==> src/logic/sdf_pkg.sv <==
package sdf_pkg;
  localparam int unsigned CLK_HZ = 50_000_000;
  localparam int unsigned ACC_W = 27;
  localparam int unsigned DIV_W = 21;
  localparam logic [31:0] ADDR_FILTER_CTRL = 32'hffff0518;
  localparam logic [31:0] ADDR_EXT_CFG = 32'hffff051c;
  localparam logic [31:0] ADDR_STATUS = 32'hffff0520;
  localparam logic [15:0] FILTER_CTRL_RESET = 16'h0007;
  localparam logic [7:0] EXT_CFG_RESET = 8'h00;
  localparam int unsigned CHOP_BIT = 15;
  localparam int unsigned RUNAVG_BIT = 14;
  localparam int unsigned AVG_HI = 13;
  localparam int unsigned AVG_LO = 8;
  localparam int unsigned NOTCH_BIT = 7;
  localparam int unsigned DEC_HI = 6;
  localparam int unsigned DEC_LO = 0;
  localparam int unsigned NORMAL_FILTER_HZ = 512_000;
  localparam int unsigned LOWPWR_FILTER_HZ = 131_000;
  localparam int unsigned DEC_BASE = 64;
  localparam int unsigned AVG_OFFSET = 3;
  localparam int unsigned CHOP_EXTRA = 3;
  localparam logic [6:0] DEC_FORCE60 = 7'h7e;
  localparam logic [6:0] DEC_FORCE50 = 7'h7f;
  localparam int unsigned RATE60_HZ = 60;
  localparam int unsigned RATE50_HZ = 50;
  localparam int unsigned MIN_RATE_NORMAL_HZ = 4;
  localparam int unsigned MIN_RATE_LOWPWR_HZ = 1;
  localparam int unsigned DIV60_NORMAL = NORMAL_FILTER_HZ / RATE60_HZ;
  localparam int unsigned DIV50_NORMAL = NORMAL_FILTER_HZ / RATE50_HZ;
  localparam int unsigned DIV60_LOWPWR = LOWPWR_FILTER_HZ / RATE60_HZ;
  localparam int unsigned DIV50_LOWPWR = LOWPWR_FILTER_HZ / RATE50_HZ;
  localparam int unsigned DIV_MAX_NORMAL =
    NORMAL_FILTER_HZ / MIN_RATE_NORMAL_HZ;
  localparam int unsigned DIV_MAX_LOWPWR =
    LOWPWR_FILTER_HZ / MIN_RATE_LOWPWR_HZ;
  localparam logic [2:0] SETTLE_PLAIN = 3'h3;
  localparam logic [2:0] SETTLE_RUNAVG = 3'h4;
  localparam logic [2:0] SETTLE_AVG = 3'h1;
  localparam logic [2:0] SETTLE_AVG_RUNAVG = 3'h2;
  localparam logic [2:0] SETTLE_CHOP = 3'h2;
  localparam int unsigned FIRST_EXTRA_NS = 60_000;
  localparam int unsigned FIRST_EXTRA_CYCLES =
    (FIRST_EXTRA_NS * (CLK_HZ / 1_000_000) + 999) / 1000;
  typedef enum logic [1:0] {
    ST_IDLE = 2'b00,
    ST_WAIT = 2'b01,
    ST_SETTLE = 2'b11,
    ST_RUN = 2'b10
  } sdf_state_e;
endpackage

==> src/logic/sdf_rate_if.sv <==
`timescale 1ns/10ps
`default_nettype none
interface sdf_rate_if;
  logic [sdf_pkg::DIV_W-1:0] divisor;
  logic lowPower;
  logic restart;
  logic filterTick;
  logic periodTick;
  modport rate (
    input divisor,
    input lowPower,
    input restart,
    output filterTick,
    output periodTick
  );
  modport ctrl (
    output divisor,
    output lowPower,
    output restart,
    input filterTick,
    input periodTick
  );
endinterface
`default_nettype wire

==> src/logic/sdf_rate_gen.sv <==
`timescale 1ns/10ps
`default_nettype none
module sdf_rate_gen (
  // Clock and reset.
  input wire logic mclk,
  input wire logic resetn,
  // Link to the control block.
  sdf_rate_if.rate rif
);
  logic [sdf_pkg::ACC_W-1:0] acc_q, acc_d;
  logic [sdf_pkg::DIV_W-1:0] cnt_q, cnt_d;
  logic tick_q, tick_d;
  logic period_q, period_d;
  logic [sdf_pkg::ACC_W-1:0] inc;
  logic [sdf_pkg::ACC_W-1:0] sum;

  // Fractional divider gives the filter clock enable, then periods.
  always_comb begin
    inc = rif.lowPower ? sdf_pkg::ACC_W'(sdf_pkg::LOWPWR_FILTER_HZ)
                       : sdf_pkg::ACC_W'(sdf_pkg::NORMAL_FILTER_HZ);
    sum = acc_q + inc;
    acc_d = sum;
    tick_d = 1'b0;
    if (sum >= sdf_pkg::ACC_W'(sdf_pkg::CLK_HZ)) begin
      acc_d = sum - sdf_pkg::ACC_W'(sdf_pkg::CLK_HZ);
      tick_d = 1'b1;
    end
    cnt_d = cnt_q;
    period_d = 1'b0;
    if (rif.restart) begin
      cnt_d = '0;
    end else if (tick_q) begin
      if (cnt_q >= rif.divisor - 21'h000001) begin
        cnt_d = '0;
        period_d = 1'b1;
      end else begin
        cnt_d = cnt_q + 21'h000001;
      end
    end
  end

  always_ff @(posedge mclk or negedge resetn) begin
    if (!resetn) begin
      acc_q <= '0;
      cnt_q <= '0;
      tick_q <= 1'b0;
      period_q <= 1'b0;
    end else begin
      acc_q <= acc_d;
      cnt_q <= cnt_d;
      tick_q <= tick_d;
      period_q <= period_d;
    end
  end

  assign rif.filterTick = tick_q;
  assign rif.periodTick = period_q;
endmodule
`default_nettype wire

==> src/logic/sdf_filter_ctrl.sv <==
`timescale 1ns/10ps
`default_nettype none
module sdf_filter_ctrl (
  // Clock and reset.
  input wire logic mclk,
  input wire logic resetn,
  // Register port.
  input wire logic [31:0] regAddr,
  input wire logic [15:0] regWdata,
  input wire logic regWrite,
  input wire logic regRead,
  output logic [15:0] regRdata,
  // Mode and channel enables.
  input wire logic lowPower,
  input wire logic curAdcOn,
  input wire logic vtAdcOn,
  // Filter configuration.
  output logic chopEnable,
  output logic runAvgActive,
  output logic secondNotch,
  output logic [5:0] averagingCount,
  output logic [6:0] decimationSetting,
  output logic filterClkEn,
  // Channel resets and results.
  output logic curAdcReset,
  output logic vtAdcReset,
  output logic curResultValid,
  output logic vtResultValid,
  output logic settled
);
  sdf_rate_if rif ();

  sdf_rate_gen u_rate (
    .mclk(mclk),
    .resetn(resetn),
    .rif(rif)
  );

  // Register file.
  logic [15:0] ctrl_q, ctrl_d;
  logic [7:0] ext_q, ext_d;
  logic [15:0] rdata_q, rdata_d;
  logic modified;
  logic wrCtrl;

  // Status and derived configuration.
  logic [sdf_pkg::DIV_W-1:0] div_q, div_d;
  logic [2:0] need_q, need_d;
  logic runAvg_q, runAvg_d;
  logic curRst_q, curRst_d;
  logic vtRst_q, vtRst_d;

  // Settling sequencer.
  sdf_pkg::sdf_state_e state_q, state_d;
  logic [11:0] wait_q, wait_d;
  logic [2:0] per_q, per_d;
  logic restart_q, restart_d;
  logic curVal_q, curVal_d;
  logic vtVal_q, vtVal_d;
  logic settled_q, settled_d;
  logic lpPrev_q, lpPrev_d;
  logic onPrev_q, onPrev_d;
  logic anyOn;
  logic restartReq;

  // Divisor arithmetic.
  logic chop;
  logic runAvgBit;
  logic [5:0] avg;
  logic [6:0] dec;
  logic [sdf_pkg::DIV_W-1:0] base;
  logic [sdf_pkg::DIV_W-1:0] mult;
  logic [sdf_pkg::DIV_W-1:0] prod;
  logic [sdf_pkg::DIV_W-1:0] divMax;

  // Register access, reads answer one cycle after the strobe.
  always_comb begin
    ctrl_d = ctrl_q;
    ext_d = ext_q;
    rdata_d = 16'h0000;
    wrCtrl = regWrite && (regAddr == sdf_pkg::ADDR_FILTER_CTRL);
    modified = wrCtrl && (regWdata != ctrl_q);
    if (wrCtrl) begin
      ctrl_d = regWdata;
    end
    if (regWrite && (regAddr == sdf_pkg::ADDR_EXT_CFG)) begin
      ext_d = regWdata[7:0];
    end
    if (regRead) begin
      case (regAddr)
        sdf_pkg::ADDR_FILTER_CTRL: begin
          rdata_d = ctrl_q;
        end
        sdf_pkg::ADDR_EXT_CFG: begin
          rdata_d = {8'h00, ext_q};
        end
        sdf_pkg::ADDR_STATUS: begin
          rdata_d = {10'h000, per_q, state_q == sdf_pkg::ST_RUN, settled_q,
                     runAvg_q};
        end
        default: begin
          rdata_d = 16'h0000;
        end
      endcase
    end
  end

  always_ff @(posedge mclk or negedge resetn) begin
    if (!resetn) begin
      ctrl_q <= sdf_pkg::FILTER_CTRL_RESET;
      ext_q <= sdf_pkg::EXT_CFG_RESET;
      rdata_q <= 16'h0000;
    end else begin
      ctrl_q <= ctrl_d;
      ext_q <= ext_d;
      rdata_q <= rdata_d;
    end
  end

  // Output period divisor and settling length from the control fields.
  always_comb begin
    chop = ctrl_q[sdf_pkg::CHOP_BIT];
    runAvgBit = ctrl_q[sdf_pkg::RUNAVG_BIT];
    avg = ctrl_q[sdf_pkg::AVG_HI:sdf_pkg::AVG_LO];
    dec = ctrl_q[sdf_pkg::DEC_HI:sdf_pkg::DEC_LO];
    base = (sdf_pkg::DIV_W'(dec) + 21'h000001)
           * sdf_pkg::DIV_W'(sdf_pkg::DEC_BASE);
    mult = sdf_pkg::DIV_W'(avg) + sdf_pkg::DIV_W'(sdf_pkg::AVG_OFFSET);
    prod = sdf_pkg::DIV_W'(base * mult);
    if (chop) begin
      div_d = prod + sdf_pkg::DIV_W'(sdf_pkg::CHOP_EXTRA);
    end else if (avg != 6'h00) begin
      div_d = prod;
    end else begin
      div_d = base;
    end
    if (dec == sdf_pkg::DEC_FORCE60) begin
      div_d = lowPower ? sdf_pkg::DIV_W'(sdf_pkg::DIV60_LOWPWR)
                       : sdf_pkg::DIV_W'(sdf_pkg::DIV60_NORMAL);
    end else if (dec == sdf_pkg::DEC_FORCE50) begin
      div_d = lowPower ? sdf_pkg::DIV_W'(sdf_pkg::DIV50_LOWPWR)
                       : sdf_pkg::DIV_W'(sdf_pkg::DIV50_NORMAL);
    end
    divMax = lowPower ? sdf_pkg::DIV_W'(sdf_pkg::DIV_MAX_LOWPWR)
                      : sdf_pkg::DIV_W'(sdf_pkg::DIV_MAX_NORMAL);
    if (div_d > divMax) begin
      div_d = divMax;
    end
    runAvg_d = runAvgBit | chop;
    if (chop) begin
      need_d = sdf_pkg::SETTLE_CHOP;
    end else if (avg != 6'h00) begin
      need_d = runAvgBit ? sdf_pkg::SETTLE_AVG_RUNAVG
                         : sdf_pkg::SETTLE_AVG;
    end else begin
      need_d = runAvgBit ? sdf_pkg::SETTLE_RUNAVG
                         : sdf_pkg::SETTLE_PLAIN;
    end
    curRst_d = modified;
    vtRst_d = modified;
  end

  always_ff @(posedge mclk or negedge resetn) begin
    if (!resetn) begin
      div_q <= sdf_pkg::DIV_W'(sdf_pkg::DEC_BASE);
      need_q <= sdf_pkg::SETTLE_PLAIN;
      runAvg_q <= 1'b0;
      curRst_q <= 1'b0;
      vtRst_q <= 1'b0;
    end else begin
      div_q <= div_d;
      need_q <= need_d;
      runAvg_q <= runAvg_d;
      curRst_q <= curRst_d;
      vtRst_q <= vtRst_d;
    end
  end

  // Settling sequencer: 60 us lead-in, settle periods, then results.
  always_comb begin
    anyOn = curAdcOn | vtAdcOn;
    restartReq = modified || (lowPower != lpPrev_q)
                 || (anyOn && !onPrev_q);
    state_d = state_q;
    wait_d = wait_q;
    per_d = per_q;
    restart_d = 1'b0;
    curVal_d = 1'b0;
    vtVal_d = 1'b0;
    settled_d = settled_q;
    lpPrev_d = lowPower;
    onPrev_d = anyOn;
    if (!anyOn) begin
      state_d = sdf_pkg::ST_IDLE;
      settled_d = 1'b0;
    end else if (restartReq) begin
      state_d = sdf_pkg::ST_WAIT;
      wait_d = 12'h000;
      per_d = 3'h0;
      settled_d = 1'b0;
    end else begin
      case (state_q)
        sdf_pkg::ST_IDLE: begin
          state_d = sdf_pkg::ST_IDLE;
        end
        sdf_pkg::ST_WAIT: begin
          if (wait_q >= 12'(sdf_pkg::FIRST_EXTRA_CYCLES - 1)) begin
            state_d = sdf_pkg::ST_SETTLE;
            restart_d = 1'b1;
            per_d = 3'h0;
          end else begin
            wait_d = wait_q + 12'h001;
          end
        end
        sdf_pkg::ST_SETTLE: begin
          // A period tick from the count before the restart is ignored.
          if (rif.periodTick && !restart_q) begin
            if (per_q + 3'h1 >= need_q) begin
              state_d = sdf_pkg::ST_RUN;
              settled_d = 1'b1;
              curVal_d = curAdcOn;
              vtVal_d = vtAdcOn;
            end else begin
              per_d = per_q + 3'h1;
            end
          end
        end
        sdf_pkg::ST_RUN: begin
          if (rif.periodTick) begin
            curVal_d = curAdcOn;
            vtVal_d = vtAdcOn;
          end
        end
        default: begin
          state_d = sdf_pkg::ST_IDLE;
        end
      endcase
    end
  end

  always_ff @(posedge mclk or negedge resetn) begin
    if (!resetn) begin
      state_q <= sdf_pkg::ST_IDLE;
      wait_q <= 12'h000;
      per_q <= 3'h0;
      restart_q <= 1'b0;
      curVal_q <= 1'b0;
      vtVal_q <= 1'b0;
      settled_q <= 1'b0;
      lpPrev_q <= 1'b0;
      onPrev_q <= 1'b0;
    end else begin
      state_q <= state_d;
      wait_q <= wait_d;
      per_q <= per_d;
      restart_q <= restart_d;
      curVal_q <= curVal_d;
      vtVal_q <= vtVal_d;
      settled_q <= settled_d;
      lpPrev_q <= lpPrev_d;
      onPrev_q <= onPrev_d;
    end
  end

  assign rif.divisor = div_q;
  assign rif.lowPower = lowPower;
  assign rif.restart = restart_q;

  assign regRdata = rdata_q;
  assign chopEnable = ctrl_q[sdf_pkg::CHOP_BIT];
  assign runAvgActive = runAvg_q;
  assign secondNotch = ctrl_q[sdf_pkg::NOTCH_BIT];
  assign averagingCount = ctrl_q[sdf_pkg::AVG_HI:sdf_pkg::AVG_LO];
  assign decimationSetting = ctrl_q[sdf_pkg::DEC_HI:sdf_pkg::DEC_LO];
  assign filterClkEn = rif.filterTick;
  assign curAdcReset = curRst_q;
  assign vtAdcReset = vtRst_q;
  assign curResultValid = curVal_q;
  assign vtResultValid = vtVal_q;
  assign settled = settled_q;
endmodule
`default_nettype wire

==> config.mk <==
export PLATFORM = sky130hd
export DESIGN_NAME = sdf_filter_ctrl
export DESIGN_NICKNAME = d
export VERILOG_FILES = /design/src/logic/sdf_pkg.sv /design/src/logic/sdf_rate_if.sv /design/src/logic/sdf_rate_gen.sv /design/src/logic/sdf_filter_ctrl.sv
export SDC_FILE = /design/constraint.sdc
export NUM_CORES = 1
export LEC_CHECK = 0
export BUFFER_PORTS_ARGS = -buffer_cell sky130_fd_sc_hd__buf_2
export CORE_MARGIN = 5
export CORE_UTILIZATION = 43
export CTS_CLUSTER_SIZE = 16
export DETAILED_ROUTE_END_ITERATION = 12
export GPL_ROUTABILITY_DRIVEN = 1
export PLACE_DENSITY = 0.63
export SYNTH_ARGS = -nofsm -noshare
export SYNTH_HDL_FRONTEND = slang
export SYNTH_SLANG_ARGS = --single-unit
==> constraint.sdc <==
create_clock -name mclk -period 14.2 [get_ports mclk]
set_input_delay 0.71 -clock mclk [delete_from_list [all_inputs] [get_ports mclk]]
set_output_delay 0.71 -clock mclk [all_outputs]
set_load 0.05 [all_outputs]
# Word level (Yosys, flattened, before mapping)
# Cells that the tools add are included.
# word_totals
register_bits	139
input_bits	55
# classes
addsub	9
n_mul	1
n_lt_le_gt_ge	5
n_eq_ne	21
mux	58
bitwise	2
reduce_logical	18
# ops
cell	count
2-to-1 mux 21 bit	8
equality test 32 bit, second input constant	3
2-to-1 mux 12 bit	4
one-hot mux 16 bit (3 select lines)	1
2-to-1 mux 14 bit	2
adder 27 bit	1
greater-or-equal comparator 27 x 26 -> 1 bit, second input constant	1
2-to-1 mux 27 bit	1
subtractor 27 x 26 -> 27 bit, second input constant	1
2-to-1 mux 1 bit	23
adder 21 x 1 -> 21 bit, second input constant	1
adder 21 x 2 -> 21 bit, second input constant	1
greater-or-equal comparator 21 bit	1
greater-than comparator 21 x 17 -> 1 bit	1
2-to-1 mux 3 bit	7
subtractor 21 x 1 -> 21 bit, second input constant	1
2-to-1 mux 19 bit	1
2-to-1 mux 16 bit	1
!= test 16 bit	1
multiplier 8 x 7 -> 15 bit	1
equality test 7 bit, second input constant	2
adder 12 x 1 -> 12 bit, second input constant	1
greater-or-equal comparator 12 bit, second input constant	1
2-to-1 mux 2 bit	6
26 further kinds	43

# Longest topological paths before layout
# depth
ltp_word	8
ltp_mapped	26
mapped_depth_nobuf	24

# Modules after synthesis
# Synthesis repeated with hierarchy kept, for this count alone.
# unflattened
hier_cells	1142
area_unflattened_um2	10809.1
# modules_own_cells
module	n_inst	cells_per_inst	area_each_um2
sdf_filter_ctrl	1	635	6382.4
sdf_rate_gen	1	507	4426.7

# Worst setup path after synthesis
# Ideal clock, no wire load.
# synth_path
path_kind	register to register
startpoint	register ctrl_q[0]
endpoint	register div_q[11] (netlist bit)
t_arrival_ns	6.443
required_ns	14.075
path_slack_ns	7.632
path_stages_with_launch	25
period_less_slack_ns	6.568
path_cell_list	dfstp_2 -> clkbuf_1 -> inv_1 -> ha_1 -> clkbuf_1 -> or2_2 -> fa_1 -> fa_1 -> inv_1 -> fa_1 -> inv_1 -> fa_1 -> inv_1 -> ha_1 -> inv_1 -> nor2_1 -> a21boi_0 -> nor3_1 -> xnor2_1 -> nand2_1 -> or4_1 -> or4_1 -> and2_1 -> buf_6 -> mux2_4
# synth_between
elab_chain_cells	8
# synth_rtl
item	line	text
from (decl)	sdf_filter_ctrl.sv:40	logic [15:0] ctrl_q, ctrl_d;
from (signal assigned)	sdf_filter_ctrl.sv:110	ctrl_q <= sdf_pkg::FILTER_CTRL_RESET;
from (signal assigned)	sdf_filter_ctrl.sv:114	ctrl_q <= ctrl_d;
adder 7 x 1 -> 8 bit	sdf_filter_ctrl.sv:126	base = (sdf_pkg::DIV_W'(dec) + 21'h000001)
multiplier 8 x 7 -> 15 bit	sdf_filter_ctrl.sv:129	prod = sdf_pkg::DIV_W'(base * mult);
adder 21 x 2 -> 21 bit or 2-to-1 mux 21 bit (tied branches)	sdf_filter_ctrl.sv:131, sdf_filter_ctrl.sv:132	
2-to-1 mux 21 bit	sdf_filter_ctrl.sv:130	if (chop) begin
2-to-1 mux 21 bit	sdf_filter_ctrl.sv:140	end else if (dec == sdf_pkg::DEC_FORCE50) begin
2-to-1 mux 21 bit (*)	sdf_filter_ctrl.sv:137	if (dec == sdf_pkg::DEC_FORCE60) begin
greater-than comparator 21 x 17 -> 1 bit	sdf_filter_ctrl.sv:146	if (div_d > divMax) begin
2-to-1 mux 21 bit (*)	sdf_filter_ctrl.sv:146	
net div_d, one bit	sdf_filter_ctrl.sv:47	logic [sdf_pkg::DIV_W-1:0] div_q, div_d;
to (signal assigned)	sdf_filter_ctrl.sv:165	div_q <= sdf_pkg::DIV_W'(sdf_pkg::DEC_BASE);
to (signal assigned)	sdf_filter_ctrl.sv:171	div_q <= div_d;
to (decl)	sdf_filter_ctrl.sv:47	
# The timed path passes the listed nets; every way through them passes the cells marked *.
# A chain may end at the register's enable or synchronous reset.

# Final worst setup path
# Ends and elaborated chain as after synthesis.

==> out/metrics.cfg <==
[cts]
post_cts_buffers=0
clock_sinks=135
post_cts_resized=0
clkSlewWorstSetupHoldPaths_ns=0.07
cts_tree=done
max-clock-path-buffers=2
cts_buffers=17
clock_latency_ns=0.43
holdBufCountCts=0
htree_levels=4
cts_root_buf=clkbuf_16

[critical_path]
path_max_fanout=14
crit_start=ctrl_q[0]
critical_path_class=register to register
r2r_start=ctrl_q[0]
endpoint_kind=register
cp_data_required_time_ns=14.51
rr_worst_depth=21
critPathCapture=div_q[11]
r2r_end=div_q[11]
worst_setup_path_start_kind=register
worst-endpoint-arrival_ns=7.31
rrSetupSlack_ns=7.20

[detailed_routing]
vias=8243
drc=0
drt_iter0_markers=546
dr.pass1.iters=5
drt_wl_total_mm=23.38
wl_per_cell_um=15.29
via_per_inst=5.391
drtAntennaViolNets=0

[sta]
setup_tns_ns=0
max_freq_mhz=142.8
slew_headroom_pct=26.44
period_share_pct=49.31
fin_skew_ns=0.01125
worst_slew_pin_slew_ns=1.076
hold_viol_final=0
rsz0062_at_grt=no
fin_crit_ns=7.002
final_max_slew_viol_count=0
finalSetupViolations=0

[logic_synthesis]
syn_inst=1123
yosysTopAreaCell=dfrtp_1
synth_commonest_cells=dfrtp_1 (129), nor2_1 (112), ha_1 (85)
avgSynthCellArea_um2=9.211
synth_area_leaders=dfrtp_1 (31%), ha_1 (10%), fa_1 (5.8%)
ys_types=69
yosys_warnings=0
synth_edf_count=0
mappedNetlistArea_um2=10340
synthFlopType=dfrtp_1
ys_ff_latch=135
async_flop_share_pct=100.0
seq_area_frac_synth_pct=32.73
synth_most_common_cell=dfrtp_1
synthDominantCellAreaShare_pct=31.21

[pwr]
power.leakage_uw=0.005715
finalPower_uw=1310
power_density_nw_per_um2=113.1
ir_drop_v=0.00009090

[min_path]
hp-class=input port to async pin

[layout]
diodes=0
multi_input_area_um2=6461
n_fill_cell=2178
drive_gt1_share_pct=15.45
seqCellArea_um2=3386
final_nets=1367
syn2layout_area_growth_pct=11.93

[floorplan]
die_h_um=165.1
die-area_um2=27260
row_count=56
io_pins=93
die-width_um=165.1
start_util_pct=43.81
core_um2=23610

[grt]
grt_pass1_vias=8134
grt_max_degree=85
grt_antenna_before_repair=0
grt-ovfl-total=0
grt_pass1_wl_mm=40.17
track_usage_pct=18.17

[placement]
dpl.hpwl_mm=17.85
routabilityCongestion=0.9174
portBuffers=92

[status]
run_status=finished clean

[flow_run]
cap_violations=0

[worst max-delay path: stages, from the launching register on]
cell	delay, ns
dfstp_2	0.67
and3_1	0.19
nand3_1	0.16
xor2_1	0.63
nor2_1	0.15
fa_1	0.55
fa_1	0.45
fa_1	0.54
inv_1	0.05
fa_1	0.52
inv_1	0.04
ha_1	0.34
nand3_1	0.11
nor2_1	0.12
a21boi_0	0.30
nor3_1	0.10
xnor2_1	0.18
nand2_1	0.09
or4_1	0.51
or4_1	0.52
and2_1	0.31
mux2_4	0.34
[registers in the layout, indices dropped and copies added, names as in the netlist, 2 cells and up]
| register | cells |
|---|---|
| ctrl_q | 16 |
| div_q | 20 |
| ext_q | 8 |
| need_q | 3 |
| per_q | 3 |
| regRdata | 16 |
| state_q | 2 |
| u_rate.acc_q | 24 |
| u_rate.cnt_q | 21 |
| wait_q | 12 |
[area by class of cell]
| type | instances | area share [%] |
|---|---|---|
| Multi-Input combinational cell | 875 | 55.81 |
| Tap cell | 319 | 3.448 |
| Sequential cell | 135 | 29.24 |
| Clock buffer | 18 | 3.707 |
| Timing Repair Buffer | 95 | 4.226 |
| Clock inverter | 14 | 1.200 |
| Inverter | 73 | 2.367 |
[through the flow]
step                      std cells  hold WS [ns]  utilization [%]  cell area [um2]  setup WS (ns)
after floorplan                1126        0.4144                -            10350          7.632
after global placement         1497        0.4764            46.62            11010          7.425
after detailed placement       1497        0.4731            46.62            11010          7.272
after CTS                      1529        0.3526            49.03            11580          7.263
after global routing           1529        0.3907            49.03            11580          6.762
final                          1529        0.3231            49.03            11580          7.198
[where the power goes]
| group | switching [uW] | internal [uW] |
|---|---|---|
| Combinational | 252 | 168 |
| Sequential | 30.8 | 423 |
| Clock | 190 | 246 |
[routing by layer]
layer / global-route usage [%] / up-vias / share of wire (%)
met3: 2.457 / 26 / 2.5
met4: 6.276 / 0 / 1.6
met1: 24.95 / 3985 / 47
met2: 29.58 / 119 / 48
li1: - / 4113 / -
met5: 0 / - / 0
[cell usage in the layout (no fill, tap or decap), drive strengths merged, types with 8 or more instances in the layout]
master | netlist | final
mux2i | 12 | 12
or2 | 16 | 16
nand2 | 84 | 84
inv | 73 | 80
nand4 | 13 | 13
mux2 | 31 | 31
or4 | 8 | 8
clkbuf | 20 | 18
nor2b | 11 | 11
fa | 30 | 30
a21oi | 43 | 43
buf | 23 | 95
nand2b | 8 | 8
or3 | 12 | 12
and2 | 14 | 14
o21ai | 47 | 47
xnor2 | 49 | 49
o311ai | 13 | 13
xor2 | 40 | 40
ha | 85 | 85
nor2 | 112 | 112
o211ai | 11 | 11
nor4 | 8 | 8
nor3 | 23 | 23
a21o | 24 | 24
nand3 | 60 | 60
and3 | 24 | 24
nand3b | 9 | 9
dfrtp | 129 | 129
[logic make-up after synthesis]
kind of cell	Yosys count	synth area share [%]
simple gates	420	20.62
compound gates	204	13.34
flops	135	32.73
buf+inv	116	4.959
fa+ha+maj	115	16.09
xor+xnor	89	7.536
mux	43	4.681
other cells	1	0.03625
[how the worst min path moves through the flow]
stage / end
6_report: wait_q[6]
5_1_grt: wait_q[6]
4_1_cts: wait_q[4]
3_5_place_dp: u_rate.acc_q[3]
3_3_place_gp: u_rate.acc_q[3]
2_1_floorplan: ctrl_q[10]
No activity file was read; power rests on OpenSTA's default activity.
